### src/design/timer_consts.svh
`ifndef TIMER_CONSTS_SVH
`define TIMER_CONSTS_SVH

// ****************************************
// Register map
// ****************************************
`define ADDR_TIMER_B_MODE       16'hffb2
`define ADDR_TIMER_B_COUNT      16'hffb3
`define ADDR_INT_REQUEST        16'hffb4
`define ADDR_INT_ENABLE         16'hffb5
`define ADDR_EDGE_SELECT        16'hffb6

// ****************************************
// Field positions
// ****************************************
`define MODE_AUTO_RELOAD_BIT    7
`define MODE_RSVD_MSB           6
`define MODE_RSVD_LSB           3
`define MODE_CLKSEL_MSB         2
`define MODE_CLKSEL_LSB         0
`define IRQ_OVERFLOW_BIT        0
`define IRQ_PIN_BIT             1
`define EDGE_RISING_BIT         0

// ****************************************
// Reset values
// ****************************************
`define MODE_RESET              8'h78
`define MODE_RSVD_VALUE         4'hf
`define COUNT_RESET             8'h00
`define RELOAD_RESET            8'h00
`define COUNT_ALL_ONES          8'hff

// ****************************************
// Prescaler tap exponents, ratio is two to the power
// ****************************************
`define PRESCALE_WIDTH          13
`define DIV_EXP_8192            13
`define DIV_EXP_2048            11
`define DIV_EXP_512             9
`define DIV_EXP_256             8
`define DIV_EXP_64              6
`define DIV_EXP_16              4
`define DIV_EXP_4               2

`endif

### src/design/timer_pkg.sv
package timer_pkg;

  typedef enum logic [2:0] {
    clk_div_8192   = 3'b000,
    clk_div_2048   = 3'b001,
    clk_div_512    = 3'b010,
    clk_div_256    = 3'b011,
    clk_div_64     = 3'b100,
    clk_div_16     = 3'b101,
    clk_div_4      = 3'b110,
    clk_ext_event  = 3'b111
  } clock_select_t;

  typedef logic [7:0] byte_t;

endpackage : timer_pkg

### src/design/count_source_if.sv
`timescale 1ns/100ps
interface count_source_if;
  import timer_pkg::*;

  clock_select_t clock_select;
  logic          edge_rising;
  logic          internal_tick;
  logic          event_edge;

  modport prescaler_mp (
    input  clock_select,
    output internal_tick
  );

  modport event_mp (
    input  edge_rising,
    output event_edge
  );

  modport timer_mp (
    output clock_select,
    output edge_rising,
    input  internal_tick,
    input  event_edge
  );

endinterface : count_source_if

### src/design/clock_prescaler.sv
`timescale 1ns/100ps
`include "timer_consts.svh"
module clock_prescaler
  import timer_pkg::*;
(
  input wire logic          clock,
  input wire logic          rst,
  count_source_if.prescaler_mp src
);

  function automatic int div_exp(input int idx);
    case (idx)
      0:       div_exp = `DIV_EXP_8192;
      1:       div_exp = `DIV_EXP_2048;
      2:       div_exp = `DIV_EXP_512;
      3:       div_exp = `DIV_EXP_256;
      4:       div_exp = `DIV_EXP_64;
      5:       div_exp = `DIV_EXP_16;
      default: div_exp = `DIV_EXP_4;
    endcase
  endfunction : div_exp

  logic [`PRESCALE_WIDTH-1:0] div_cnt_ff;
  logic [7:0]                 tap;
  logic                       tick_ff;

  always_ff @(posedge clock or posedge rst) begin
    if (rst) div_cnt_ff <= '0;
    else     div_cnt_ff <= div_cnt_ff + 1'b1;
  end

  // Each tap pulses once per ratio cycles.
  for (genvar i = 0; i < 7; i++) begin : g_tap
    localparam int E = div_exp(i);
    assign tap[i] = &div_cnt_ff[E-1:0];
  end

  // Code 111 has no tap; keeping the slot keeps every select code in range.
  assign tap[7] = 1'b0;

  always_ff @(posedge clock or posedge rst) begin
    if (rst) tick_ff <= 1'b0;
    else     tick_ff <= (src.clock_select != clk_ext_event) && tap[src.clock_select];
  end

  assign src.internal_tick = tick_ff;

endmodule : clock_prescaler

### src/design/event_edge_detect.sv
`timescale 1ns/100ps
module event_edge_detect
  import timer_pkg::*;
(
  input wire logic          clock,
  input wire logic          rst,
  input wire logic          pin,
  count_source_if.event_mp  evt
);

  logic sync1_ff;
  logic sync2_ff;
  logic sync3_ff;
  logic level_ff;
  logic edge_ff;
  logic nxt_level;

  // ****************************************
  // Synchroniser
  // ****************************************
  always_ff @(posedge clock or posedge rst) begin
    if (rst) begin
      sync1_ff <= 1'b0;
      sync2_ff <= 1'b0;
      sync3_ff <= 1'b0;
    end else begin
      sync1_ff <= pin;
      sync2_ff <= sync1_ff;
      sync3_ff <= sync2_ff;
    end
  end

  // A level is accepted only when two stages agree, so a pin caught mid-change counts once.
  assign nxt_level = (sync2_ff == sync3_ff) ? sync3_ff : level_ff;

  always_ff @(posedge clock or posedge rst) begin
    if (rst) level_ff <= 1'b0;
    else     level_ff <= nxt_level;
  end

  always_ff @(posedge clock or posedge rst) begin
    if (rst) edge_ff <= 1'b0;
    else     edge_ff <= (nxt_level != level_ff) && (nxt_level == evt.edge_rising);
  end

  assign evt.event_edge = edge_ff;

endmodule : event_edge_detect

### src/design/reload_interval_timer_8bit.sv
// Contract
// - Mode register top bit: 0 interval counting, 1 auto-reload counting.
// - Mode bits 6 to 3 always read 1; writes to them ignored.
// - Seven internal count clocks: divide by 8192, 2048, 512, 256, 64, 16, 4.
// - Clock select 111 counts edges on the event input pin.
// - Edge select bit chooses rising or falling event edges.
// - Counter is 8-bit up-counter, readable anytime, never written directly.
// - Count clock after all ones sets the overflow flag, either mode.
// - Counter and reload share one address: read counter, write reload.
// - Writing reload also copies value into counter, counting continues upward.
// - Auto-reload overflow loads reload value, period 1 to 256 clocks.
// - Reset: mode 0x78, counter and reload zero, counting starts immediately.
// - Interval mode wraps all ones to zero and keeps counting.
// - Overflow interrupt raised only while its enable bit is 1.
//
// Decided for this implementation: the strobed register port.
`timescale 1ns/100ps
`include "timer_consts.svh"
module reload_interval_timer_8bit
  import timer_pkg::*;
(
  input  wire logic        clock,
  input  wire logic        rst,
  input  wire logic [15:0] addr,
  input  wire logic [7:0]  wr_data,
  input  wire logic        wr_en,
  input  wire logic        rd_en,
  output wire logic [7:0]  rd_data,
  input  wire logic        event_input_pin,
  output wire logic        irq
);

  // ****************************************
  // Declarations
  // ****************************************
  count_source_if src_if ();

  logic          auto_reload_select_ff;
  clock_select_t clock_select_ff;
  byte_t         timer_b_count_ff;
  byte_t         timer_b_reload_ff;
  byte_t         nxt_count;
  logic          overflow_request_flag_ff;
  logic          pin_request_flag_ff;
  logic          overflow_irq_enable_ff;
  logic          pin_interrupt_enable_ff;
  logic          event_edge_select_ff;
  byte_t         rd_data_ff;
  byte_t         nxt_rd_data;
  logic          irq_ff;
  logic          count_tick;
  logic          overflow;
  logic          wr_mode;
  logic          wr_count;
  logic          wr_req;
  logic          wr_ena;
  logic          wr_edge;

  function automatic logic hit(input logic [15:0] a, input logic [15:0] target);
    hit = (a == target);
  endfunction : hit

  // ****************************************
  // Count sources
  // ****************************************
  assign src_if.clock_select = clock_select_ff;
  assign src_if.edge_rising  = event_edge_select_ff;

  clock_prescaler u_prescaler (
    .clock (clock),
    .rst   (rst),
    .src   (src_if.prescaler_mp)
  );

  event_edge_detect u_event (
    .clock (clock),
    .rst   (rst),
    .pin   (event_input_pin),
    .evt   (src_if.event_mp)
  );

  // The pin edge always feeds the pin interrupt flag, which is why software
  // should mask that interrupt while the pin is used for counting.
  always_comb begin
    if (clock_select_ff == clk_ext_event) begin
      count_tick = src_if.event_edge;
    end else begin
      count_tick = src_if.internal_tick;
    end
  end

  // ****************************************
  // Write decode
  // ****************************************
  assign wr_mode  = wr_en && hit(addr, `ADDR_TIMER_B_MODE);
  assign wr_count = wr_en && hit(addr, `ADDR_TIMER_B_COUNT);
  assign wr_req   = wr_en && hit(addr, `ADDR_INT_REQUEST);
  assign wr_ena   = wr_en && hit(addr, `ADDR_INT_ENABLE);
  assign wr_edge  = wr_en && hit(addr, `ADDR_EDGE_SELECT);

  // ****************************************
  // Mode register
  // ****************************************
  always_ff @(posedge clock or posedge rst) begin
    if (rst) begin
      auto_reload_select_ff <= 1'(`MODE_RESET >> `MODE_AUTO_RELOAD_BIT);
      clock_select_ff       <= clk_div_8192;
    end else if (wr_mode) begin
      auto_reload_select_ff <= wr_data[`MODE_AUTO_RELOAD_BIT];
      clock_select_ff       <= clock_select_t'(wr_data[`MODE_CLKSEL_MSB:`MODE_CLKSEL_LSB]);
    end
  end

  // ****************************************
  // Reload register
  // ****************************************
  always_ff @(posedge clock or posedge rst) begin
    if (rst) begin
      timer_b_reload_ff <= `RELOAD_RESET;
    end else if (wr_count) begin
      timer_b_reload_ff <= wr_data;
    end
  end

  // ****************************************
  // Counter
  // ****************************************
  assign overflow = count_tick && (timer_b_count_ff == `COUNT_ALL_ONES);

  // A software load beats a coincident count clock, so the written value is
  // always the one the counter starts from.
  always_comb begin
    nxt_count = timer_b_count_ff;
    if (wr_count) begin
      nxt_count = wr_data;
    end else if (overflow) begin
      if (auto_reload_select_ff) begin
        nxt_count = timer_b_reload_ff;
      end else begin
        nxt_count = `COUNT_RESET;
      end
    end else if (count_tick) begin
      nxt_count = timer_b_count_ff + 8'h01;
    end
  end

  always_ff @(posedge clock or posedge rst) begin
    if (rst) begin
      timer_b_count_ff <= `COUNT_RESET;
    end else begin
      timer_b_count_ff <= nxt_count;
    end
  end

  // ****************************************
  // Interrupt request flags
  // ****************************************
  // A set in the same cycle as a write-one clear wins, so no event is lost.
  always_ff @(posedge clock or posedge rst) begin
    if (rst) begin
      overflow_request_flag_ff <= 1'b0;
    end else if (overflow) begin
      overflow_request_flag_ff <= 1'b1;
    end else if (wr_req && wr_data[`IRQ_OVERFLOW_BIT]) begin
      overflow_request_flag_ff <= 1'b0;
    end
  end

  always_ff @(posedge clock or posedge rst) begin
    if (rst) begin
      pin_request_flag_ff <= 1'b0;
    end else if (src_if.event_edge) begin
      pin_request_flag_ff <= 1'b1;
    end else if (wr_req && wr_data[`IRQ_PIN_BIT]) begin
      pin_request_flag_ff <= 1'b0;
    end
  end

  // ****************************************
  // Interrupt enables and edge select
  // ****************************************
  always_ff @(posedge clock or posedge rst) begin
    if (rst) begin
      overflow_irq_enable_ff  <= 1'b0;
      pin_interrupt_enable_ff <= 1'b0;
    end else if (wr_ena) begin
      overflow_irq_enable_ff  <= wr_data[`IRQ_OVERFLOW_BIT];
      pin_interrupt_enable_ff <= wr_data[`IRQ_PIN_BIT];
    end
  end

  always_ff @(posedge clock or posedge rst) begin
    if (rst) begin
      event_edge_select_ff <= 1'b0;
    end else if (wr_edge) begin
      event_edge_select_ff <= wr_data[`EDGE_RISING_BIT];
    end
  end

  // Registered so the output comes from a flip-flop; this costs one cycle of
  // latency after the flag sets.
  always_ff @(posedge clock or posedge rst) begin
    if (rst) begin
      irq_ff <= 1'b0;
    end else begin
      irq_ff <= (overflow_request_flag_ff && overflow_irq_enable_ff) ||
                (pin_request_flag_ff && pin_interrupt_enable_ff);
    end
  end

  assign irq = irq_ff;

  // ****************************************
  // Read path
  // ****************************************
  always_comb begin
    nxt_rd_data = 8'h00;
    if (rd_en) begin
      if (hit(addr, `ADDR_TIMER_B_MODE)) begin
        nxt_rd_data = {auto_reload_select_ff, `MODE_RSVD_VALUE, clock_select_ff};
      end else if (hit(addr, `ADDR_TIMER_B_COUNT)) begin
        nxt_rd_data = timer_b_count_ff;
      end else if (hit(addr, `ADDR_INT_REQUEST)) begin
        nxt_rd_data = {6'h00, pin_request_flag_ff, overflow_request_flag_ff};
      end else if (hit(addr, `ADDR_INT_ENABLE)) begin
        nxt_rd_data = {6'h00, pin_interrupt_enable_ff, overflow_irq_enable_ff};
      end else if (hit(addr, `ADDR_EDGE_SELECT)) begin
        nxt_rd_data = {7'h00, event_edge_select_ff};
      end
    end
  end

  always_ff @(posedge clock or posedge rst) begin
    if (rst) begin
      rd_data_ff <= 8'h00;
    end else begin
      rd_data_ff <= nxt_rd_data;
    end
  end

  assign rd_data = rd_data_ff;

endmodule : reload_interval_timer_8bit

### config.mk
export PLATFORM = sky130hd
export DESIGN_NAME = reload_interval_timer_8bit
export DESIGN_NICKNAME = d
export VERILOG_FILES = /design/src/design/timer_pkg.sv /design/src/design/count_source_if.sv /design/src/design/clock_prescaler.sv /design/src/design/event_edge_detect.sv /design/src/design/reload_interval_timer_8bit.sv
export VERILOG_INCLUDE_DIRS = /design/src /design/src/design
export SDC_FILE = /design/constraint.sdc
export NUM_CORES = 1
export LEC_CHECK = 0
export BUFFER_PORTS_ARGS = -buffer_cell sky130_fd_sc_hd__buf_2
export CORE_MARGIN = 1
export CORE_UTILIZATION = 40
export CTS_CLUSTER_DIAMETER = 60
export DETAILED_ROUTE_END_ITERATION = 6
export GPL_ROUTABILITY_DRIVEN = 0
export PLACE_DENSITY = 0.63
export RECOVER_POWER = 100
export SLEW_MARGIN = 20
export SYNTH_ARGS = -nofsm -noshare
export SYNTH_HDL_FRONTEND = slang
export SYNTH_SLANG_ARGS = --single-unit
### constraint.sdc
create_clock -name clock -period 2.1 [get_ports clock]
set_clock_uncertainty 0.2 [all_clocks]
set_input_delay 0.105 -clock clock [delete_from_list [all_inputs] [get_ports clock]]
set_output_delay 0.105 -clock clock [all_outputs]
set_load 0.05 [all_outputs]
Word level (Yosys, flattened, before mapping)

Cells that the tools add are included.

Register bits after elaboration: 53
Logic and storage cells: 73
Input bits: 29

Magnitude comparators: 1
Reduce and logical (&&, ||, !) cells: 23
Add/subtract/negate cells: 2
Mux-type cells: 18
Equal/unequal tests: 11

Operators with widths:

| operator                                                              | count |
|---|---|
| 16-bit == test (second input constant)                                | 5 |
| 8-bit 2-to-1 mux                                                      | 7 |
| 13-bit by 1-bit adder with 13-bit output (second input constant)      | 1 |
| 13-bit AND reduction                                                  | 1 |
| 1-bit logical AND                                                     | 12 |
| 11-bit AND reduction                                                  | 1 |
| 9-bit AND reduction                                                   | 1 |
| 8-bit by 1-bit adder with 8-bit output (second input constant)        | 1 |
| 8-bit == test (second input constant)                                 | 1 |
| 1-bit 2-to-1 mux                                                      | 8 |
| 8-bit AND reduction                                                   | 1 |
| 6-bit AND reduction                                                   | 1 |
| 3-bit by 4-bit < comparator with 1-bit output (second input constant) | 1 |
| 2-bit 2-to-1 mux                                                      | 2 |
| 4-bit AND reduction                                                   | 1 |
| 2-bit nonzero test                                                    | 2 |
| 1-bit binary-select mux with 3-bit select                             | 1 |
| 3-bit == test (second input constant)                                 | 1 |
| 3-bit inequality test (second input constant)                         | 1 |
| 3-bit nonzero test                                                    | 1 |
| 1-bit == test                                                         | 2 |
| 2-bit AND reduction                                                   | 1 |
| 1-bit logical OR                                                      | 1 |
| 1-bit inequality test                                                 | 1 |

Longest topological paths before layout

Gate-level depths: netlist of the first run.

Depth after elaboration: 7
Depth in mapped cells: 7
Mapped depth without buffers: 6

Hierarchy

From an unflattened synthesis of the first run, not the netlist that was laid out.

Cell total of the unflattened synthesis: 236
Area total of the unflattened synthesis: 2,511.2 sq um

By module, submodules not included:

| module                     | cells each | area each (sq um) | sequential area each (sq um) | instances |
|---|---|---|---|---|
| reload_interval_timer_8bit | 170        | 1,716.6           | 850.8                        | 1 |
| clock_prescaler            | 56         | 633.1             | 350.3                        | 1 |
| event_edge_detect          | 10         | 161.4             | 125.1                        | 1 |

Least setup slack after synthesis of the first run

OpenSTA, ideal clock, no wires.

Path type: register -> register
From: reg u_prescaler.div_cnt_ff[0]
To: reg u_prescaler.tick_ff, in the netlist u_prescaler.src.internal_tick
Cell stages (with the launch flop): 7
Path slack: 266 ps
Arrival time: 1,539 ps
Buffers on the path: 0
Cell sequence: dfrtp_1 > ha_1 > nand3_1 > nor3b_1 > ha_1 > a22oi_1 > o31ai_1

Cells in the longest elaborated chain, start to end: 4
Elaborated cells between the ends (all ways): 10
Classes of those cells: mux: 2; reduce/logical: 8

Ends and longest elaborated chain:

| element                                      | line                  | text |
|---|---|---|
| start, declared                              | clock_prescaler.sv:23 | `` logic [`PRESCALE_WIDTH-1:0] div_cnt_ff; `` |
| start signal, assigned                       | clock_prescaler.sv:29 | `else div_cnt_ff <= div_cnt_ff + 1'b1;` |
| 13-bit AND reduction (tied with other cells) | clock_prescaler.sv:35 | `assign tap[i] = &div_cnt_ff[E-1:0];` |
| 1-bit binary-select mux with 3-bit select *  | clock_prescaler.sv:43 | `else tick_ff <= (src.clock_select != clk_ext_event) && tap[src.clock_select];` |
| 1-bit 2-to-1 mux (not written as such) *     | clock_prescaler.sv:43 |  |
| 1-bit logical AND *                          | clock_prescaler.sv:43 |  |
| end signal, assigned                         | clock_prescaler.sv:43 |  |
| end, declared                                | clock_prescaler.sv:25 | `logic tick_ff;` |

Mark *: on every way between the ends. The rest lies on a longest branch, timed or not. The select of a mux whose other input is x is not followed.
A chain may end at the register's enable or synchronous reset.

Final worst setup path of the first run

From: reg timer_b_count_ff[1]
To: reg timer_b_count_ff[6]

Cells in the longest elaborated chain, start to end: 4
Elaborated cells between the ends (all ways): 7
Classes of those cells: add/sub: 1; eq/ne: 1; mux: 3; reduce/logical: 2

Ends and longest elaborated chain:

| element                                                                        | line                                                                 | text |
|---|---|---|
| start, declared                                                                | reload_interval_timer_8bit.sv:40                                     | `byte_t timer_b_count_ff;` |
| start signal, assigned                                                         | reload_interval_timer_8bit.sv:149                                    | `` timer_b_count_ff <= `COUNT_RESET; `` |
| start signal, assigned                                                         | reload_interval_timer_8bit.sv:151                                    | `timer_b_count_ff <= nxt_count;` |
| 8-bit by 1-bit adder with 8-bit output / 8-bit == test (equally long branches) | -                                                                    |  |
| 8-bit 2-to-1 mux / 1-bit logical AND (equally long branches)                   | reload_interval_timer_8bit.sv:142, reload_interval_timer_8bit.sv:128 |  |
| 8-bit 2-to-1 mux                                                               | reload_interval_timer_8bit.sv:136                                    | `end else if (overflow) begin` |
| 8-bit 2-to-1 mux                                                               | reload_interval_timer_8bit.sv:134                                    | `if (wr_count) begin` |

Several ways; a longest one is shown, not always the timed one. The select of a mux whose other input is x is not followed.

==> results of run 1 <==
## final timing paths
path | start | to | slack, ns | cells after the start
hold reg to reg | u_event.sync1_ff | u_event.sync2_ff | 0.16 | 0
setup / recovery | timer_b_count_ff[1] | timer_b_count_ff[6] | 0.18 | 5
setup reg to reg | timer_b_count_ff[1] | timer_b_count_ff[6] | 0.18 | 5
max in group asynchronous | rst | timer_b_count_ff[0] | 0.37 | 4
hold / removal | addr[8] | pin_request_flag_ff | 0.08 | 5
min in group asynchronous | rst | u_prescaler.div_cnt_ff[8] | 0.32 | 3
## stage by stage
stage	utilization (%)	worst slack (ns)
finish	50.8	0.184
global route	50.8	0.0442
CTS	51.2	0.135
detailed placement	47.0	0.160
global placement	47.0	0.235
floorplan	-	0.266
## synth_stat cells, types with 2 or more instances
cell type	n
nor4_1	3
xnor2_1	6
a211oi_1	3
o31ai_1	7
mux2i_1	3
buf_2	3
and4_1	3
nand3_1	20
a31oi_1	2
and3_1	7
ha_1	3
dfrtp_1	53
and2_1	3
mux2_2	9
xor2_1	5
nand2_1	12
nor2_1	11
nor3_1	7
nor2b_1	4
o21ai_0	10
a21oi_1	10
nand4_1	5
a311oi_1	2
nand4b_1	4
inv_1	15
buf_6	3
## layout make-up
type	instances	area (um2)
fillers	556	2980
flip-flops and latches	53	1330
multi-input cells	161	1120
repair buffers	59	367
well taps	75	93.8
clock buffers	5	68.8
inverters	15	56.3
clock inverters	3	47.5
## where the power goes
| group | switching [mW] | internal, mW | total [mW] |
|---|---|---|---|
| combinational | 0.0567 | 0.0528 | 0.109 |
| sequential | 0.00420 | 1.03 | 1.03 |
| clock | 0.350 | 0.364 | 0.714 |
## layer usage
layer	global-route usage [%]	up-vias
li1	-	983
met1	23.3	967
met2	28.3	44
met3	3.00	6
met4	5.09	0
met5	0	-
## cell families after synthesis
group / share of synthesized area [%]
simple gates: 19.9
flops: 51.8
compound gates: 12.4
buf+inv: 4.60
mux: 5.72
xor+xnor: 3.77
fa+ha+maj: 1.86
## worst reg2reg max path: cells and delay by family (launching register included)
kind	cells	cell delay, ns
and+or+nand+nor	2	0.36
adders and majority gates	1	0.28
AOI/OAI and AO/OA	2	0.50
DFF	1	0.45
## state kept, by name, summed over array words and instances (netlist names)
signal	count
pin_interrupt_enable_ff	1
pin_request_flag_ff	1
irq	1
u_prescaler.src.internal_tick	1
u_event.level_ff	1
clock_select_ff	3
u_event.sync3_ff	1
event_edge_select_ff	1
u_prescaler.div_cnt_ff	13
u_event.evt.event_edge	1
overflow_request_flag_ff	1
u_event.sync2_ff	1
timer_b_reload_ff	8
timer_b_count_ff	8
u_event.sync1_ff	1
overflow_irq_enable_ff	1
rd_data	8
auto_reload_select_ff	1
## timing repair
item                                   CTS  global route
hold buffers                            14             0
setup buffers                            0             0
endpoints found under the hold margin   52             0
setup endpoints to repair                0             1
gates resized for setup                  0             1
==> flow_metrics.env, run 1 <==
export IMPL_status="finished clean"
export IMPL_worst_setup_path_end_kind="flip-flop"
export IMPL_die_w_um=82.0
export IMPL_synth_warnings=0
export IMPL_drtIter0Drc=122
export IMPL_tritoncts="done"
export IMPL_syn2layout_area_growth_pct=20.2
export IMPL_rows=28
export IMPL_crit_slowest_cell="dfrtp_1"
export IMPL_period_share_pct=91.2
export IMPL_route_detailed_drc=0
export IMPL_numPortBuffers=37
export IMPL_antenna_found_initial=0
export IMPL_grt_pass1_vias=1848
export IMPL_worstSetupPathType="flip-flop to flip-flop"
export IMPL_top_layer_used="met4"
export IMPL_start_kind="flip-flop"
export IMPL_synth_area_leaders="dfrtp_1 (52%), mux2_2 (4.0%), nand3_1 (3.9%), inv_1 (2.2%), o31ai_1 (2.1%)"
export IMPL_drv_cap=0
export IMPL_async_flop_share_pct=100
export IMPL_tns_ns=0
export IMPL_htree_levels=2
export IMPL_grt_usage_pct=17.3
export IMPL_synth_cell_types=51
export IMPL_drive_gt1_share_pct=19.9
export IMPL_cp_cell_sequence="ha_2 > and4_1 > nand3_1 > a311oi_1 > o31ai_4"
export IMPL_power_per_cell_area_nw_per_um2=602
export IMPL_first_pass_iters=4
export IMPL_grt_max_degree=31
export IMPL_rsz0062_at_grt="false"
export IMPL_io_pins=38
export IMPL_avgSynthCellArea_um2=10.8
export IMPL_yosys_area_top_type="dfrtp_1"
export IMPL_fin_hold_ws_ns=0.0808
export IMPL_wirelength_um=5350
export IMPL_clk_path_buf_depth=2
export IMPL_met1_length_um=2520
export IMPL_maxSlewHeadroom_pct=40.9
export IMPL_synth_seq_area_share_pct=51.8
export IMPL_total_power_mw=1.85
export IMPL_clk_pin_slew_ns=0.11
export IMPL_final_common_cell="dfrtp_1"
export IMPL_p_leak_nw=1.50
export IMPL_min_path_type="input port to flip-flop"
export IMPL_cp_data_required_time_ns=2.09
export IMPL_cts_buffers_inserted=5
export IMPL_fin_area_um2=3080
export IMPL_cts_sinks=53
export IMPL_postRouteAntennaNets=0
export IMPL_post_route_min_period_ns=1.92
export IMPL_core_area_um2=6060
export IMPL_max_freq_mhz=522
export IMPL_drt_wirelength_per_cell_um=14.4
export IMPL_cts_root_buf="clkbuf_8"
export IMPL_dieArea_um2=6720
export IMPL_hpwl_um=3790
export IMPL_synth_edf_count=0
export IMPL_cp_max_fo=8
export IMPL_critPathBufInv=0
export IMPL_synth_top_cell_area_share_pct=51.8
export IMPL_antenna_cells=0
export IMPL_wl_met2_um=2580
export IMPL_syn_inst=238
export IMPL_setup_violations=0
export IMPL_peakVddDrop_uv=347
export IMPL_placed_area_um2=2850
export IMPL_grt_pass1_wl_um=8730
export IMPL_synth_nets=270
export IMPL_stdcell_count=371
export IMPL_layout_common_cells="dfrtp_1 (53), buf_2 (27), nand3_1 (20), inv_1 (15), dlygate4sd3_1 (14)"
export IMPL_worstMarginPinSlew_ns=0.885
export IMPL_hold_viol=0
export IMPL_overflow=0
export IMPL_clock_latency_ns=0.31
export IMPL_initial_core_util_pct=42.2
export IMPL_vias=2000
export IMPL_place_inst=349
export IMPL_crit_family="compound AO/OA/AOI/OAI gates"
export IMPL_ys_ff_latch=53
export IMPL_critical_path_arrival_ns=1.91
export IMPL_wl_met3_um=202
export IMPL_synth_area_um2=2560
export IMPL_slowest_delay_ns=0.45
export IMPL_fin_nets=327
export IMPL_synthFlopType="dfrtp_1"
export IMPL_die_y_um=82.0
export IMPL_slew_violations=0
export IMPL_routed_via_density=5.39
Note: power is estimated with default switching activity, not from simulation.
==> inputs of run 2 (changes only) <==
--- a/config.mk
+++ b/config.mk
@@ -12,6 +12,7 @@
 export CTS_CLUSTER_DIAMETER = 60
 export DETAILED_ROUTE_END_ITERATION = 6
 export GPL_ROUTABILITY_DRIVEN = 0
+export GPL_TIMING_DRIVEN = 0
 export PLACE_DENSITY = 0.63
 export RECOVER_POWER = 100
 export SLEW_MARGIN = 20
==> run 2 against run 1 <==
Compared with the run above:
- first-iteration DRC count is 100% higher
- core utilization is 0.21 points lower
- highest routed layer unchanged
- maximum frequency is 5.5% lower
- cell count is 0.54% lower
- global-route usage is 0.086 points lower
- flip-flop and latch count stayed put
- non-clock buffer count is 2 lower
- routed wire length is 1.3% lower
- count of clock-buffer cells in the layout stayed put
- largest cell class unchanged
- critical endpoint unchanged
- largest power group unchanged
- sequential share of layout area is 0.18 points higher
==> flow_metrics.env, run 2 (synthesis results as in run 1) <==
export IMPL_status="finished clean"
export IMPL_clk_pin_slew_ns=0.10
export IMPL_setup_violations=0
export IMPL_max_freq_mhz=493
export IMPL_fin_nets=325
export IMPL_worst_setup_path_end_kind="flip-flop"
export IMPL_tritoncts="done"
export IMPL_cts_sinks=53
export IMPL_vias=2005
export IMPL_worstMarginPinSlew_ns=1.10
export IMPL_final_util_pct=50.6
export IMPL_dp_slack_ns=0.0290
export IMPL_grt_pass1_vias=1920
export IMPL_clk_path_buf_depth=2
export IMPL_drv_cap=0
export IMPL_peakVddDrop_uv=293
export IMPL_die_w_um=82.0
export IMPL_rsz0062_at_grt="false"
export IMPL_slew_violations=0
export IMPL_initial_core_util_pct=42.2
export IMPL_antenna_found_initial=0
export IMPL_largest_register="u_prescaler.div_cnt_ff"
export IMPL_multi_input_area_um2=1130
export IMPL_fin_ws_ns=0.0719
export IMPL_die_y_um=82.0
export IMPL_drive_gt1_share_pct=20.1
export IMPL_antenna_cells=0
export IMPL_syn2layout_area_growth_pct=19.8
export IMPL_numPortBuffers=35
export IMPL_largest_reg_flops=13
export IMPL_htree_levels=2
export IMPL_io_pins=38
export IMPL_clock_latency_ns=0.31
export IMPL_routed_via_density=5.43
export IMPL_p_leak_nw=1.48
export IMPL_start_kind="input port"
export IMPL_nFillCells=566
export IMPL_first_pass_iters=4
export IMPL_cp_data_required_time_ns=2.14
export IMPL_stdcell_count=369
export IMPL_drtIter0Drc=244
export IMPL_core_area_um2=6060
export IMPL_grt_usage_pct=17.2
export IMPL_post_route_min_period_ns=2.03
export IMPL_layout_common_cells="dfrtp_1 (53), buf_2 (28), nand3_1 (20), inv_1 (14), dlygate4sd3_1 (13)"
export IMPL_period_share_pct=96.6
export IMPL_cts_root_buf="clkbuf_8"
export IMPL_r2r_cells=4
export IMPL_cp_max_fo=10
export IMPL_hold_viol=0
export IMPL_critical_path_arrival_ns=2.06
export IMPL_tns_ns=0
export IMPL_rows=28
export IMPL_postRouteAntennaNets=0
export IMPL_route_detailed_drc=0
export IMPL_min_path_type="input port to flip-flop"
export IMPL_post_cts_setup_buffers=0
export IMPL_regArea_um2=1330
export IMPL_worstSetupPathType="input port to flip-flop"
export IMPL_hpwl_um=3680
export IMPL_grt_max_degree=54
export IMPL_hold_path_depth=3
export IMPL_wirelength_um=5280
export IMPL_drt_wirelength_per_cell_um=14.3
export IMPL_cts_buffers_inserted=5
export IMPL_grt_pass1_wl_um=8750
export IMPL_power_per_cell_area_nw_per_um2=602
export IMPL_final_common_cell="dfrtp_1"
export IMPL_overflow=0
export IMPL_place_inst=348
export IMPL_maxSlewHeadroom_pct=26.6
export IMPL_dieArea_um2=6720
-- run 2: final timing paths --
| check | from | to | slack [ns] |
|---|---|---|---|
| max | addr[2] | timer_b_count_ff[6] | 0.07 |
| min | addr[0] | rd_data[0] | 0.03 |
| max reg2reg | clock_select_ff[0] | timer_b_count_ff[3] | 0.08 |
| max in group asynchronous | rst | u_prescaler.div_cnt_ff[7] | 0.61 |
| min in group asynchronous | rst | timer_b_reload_ff[4] | 0.41 |
| min reg2reg | u_event.sync1_ff | u_event.sync2_ff | 0.16 |
-- run 2: worst max-delay path, stage by stage --
cell and delay, ns:
dlygate4sd3_1 0.53, clkbuf_1 0.28, and4b_1 0.24, clkbuf_2 0.18, and2_0 0.20, buf_6 0.14
buf_4 0.17, o31ai_4 0.23
-- run 2: final cells by class --
class	count	share of cell area, %
inverters	15	1.84
clock inverters	3	1.51
well taps	75	3.06
repair buffers	48	9.55
plain buffers	9	1.67
flip-flops and latches	53	43.3
clock buffers	5	2.25
multi-input cells	161	36.8
-- run 2: layer usage --
metal  vias up  GRT usage (%)  wire (um)
met3         5           3.00        223
met4         0           5.26         38
met1       966           22.4       2520
met5         -              0          0
li1        981              -          -
met2        53           29.1       2500
-- run 2: power breakdown --
| group | internal, mW | leakage, nW | switching [mW] | total (mW) |
|---|---|---|---|---|
| combinational | 0.0506 | 0.807 | 0.0563 | 0.107 |
| sequential | 1.03 | 0.622 | 0.00416 | 1.03 |
| clock | 0.357 | 0.0543 | 0.349 | 0.706 |
| total | 1.43 | 1.48 | 0.409 | 1.84 |
-- run 2: timing repair --
item,4_1_cts,5_1_grt
hold buffers,13,0
resized for setup,0,3
endpoints found under the hold margin,83,0
endpoints found under the setup margin,0,4
-- run 2: through the flow --
step           hold slack (ns)  instance area [um2]  power, mW
6_report                0.0294                 3060       1.84
5_1_grt                 0.0506                 3060       1.91
4_1_cts                 0.0222                 3080       1.87
3_5_place_dp            0.0143                 2830       1.14
2_1_floorplan          -0.0636                 2560       1.10
3_3_place_gp            0.0138                 2830       1.14
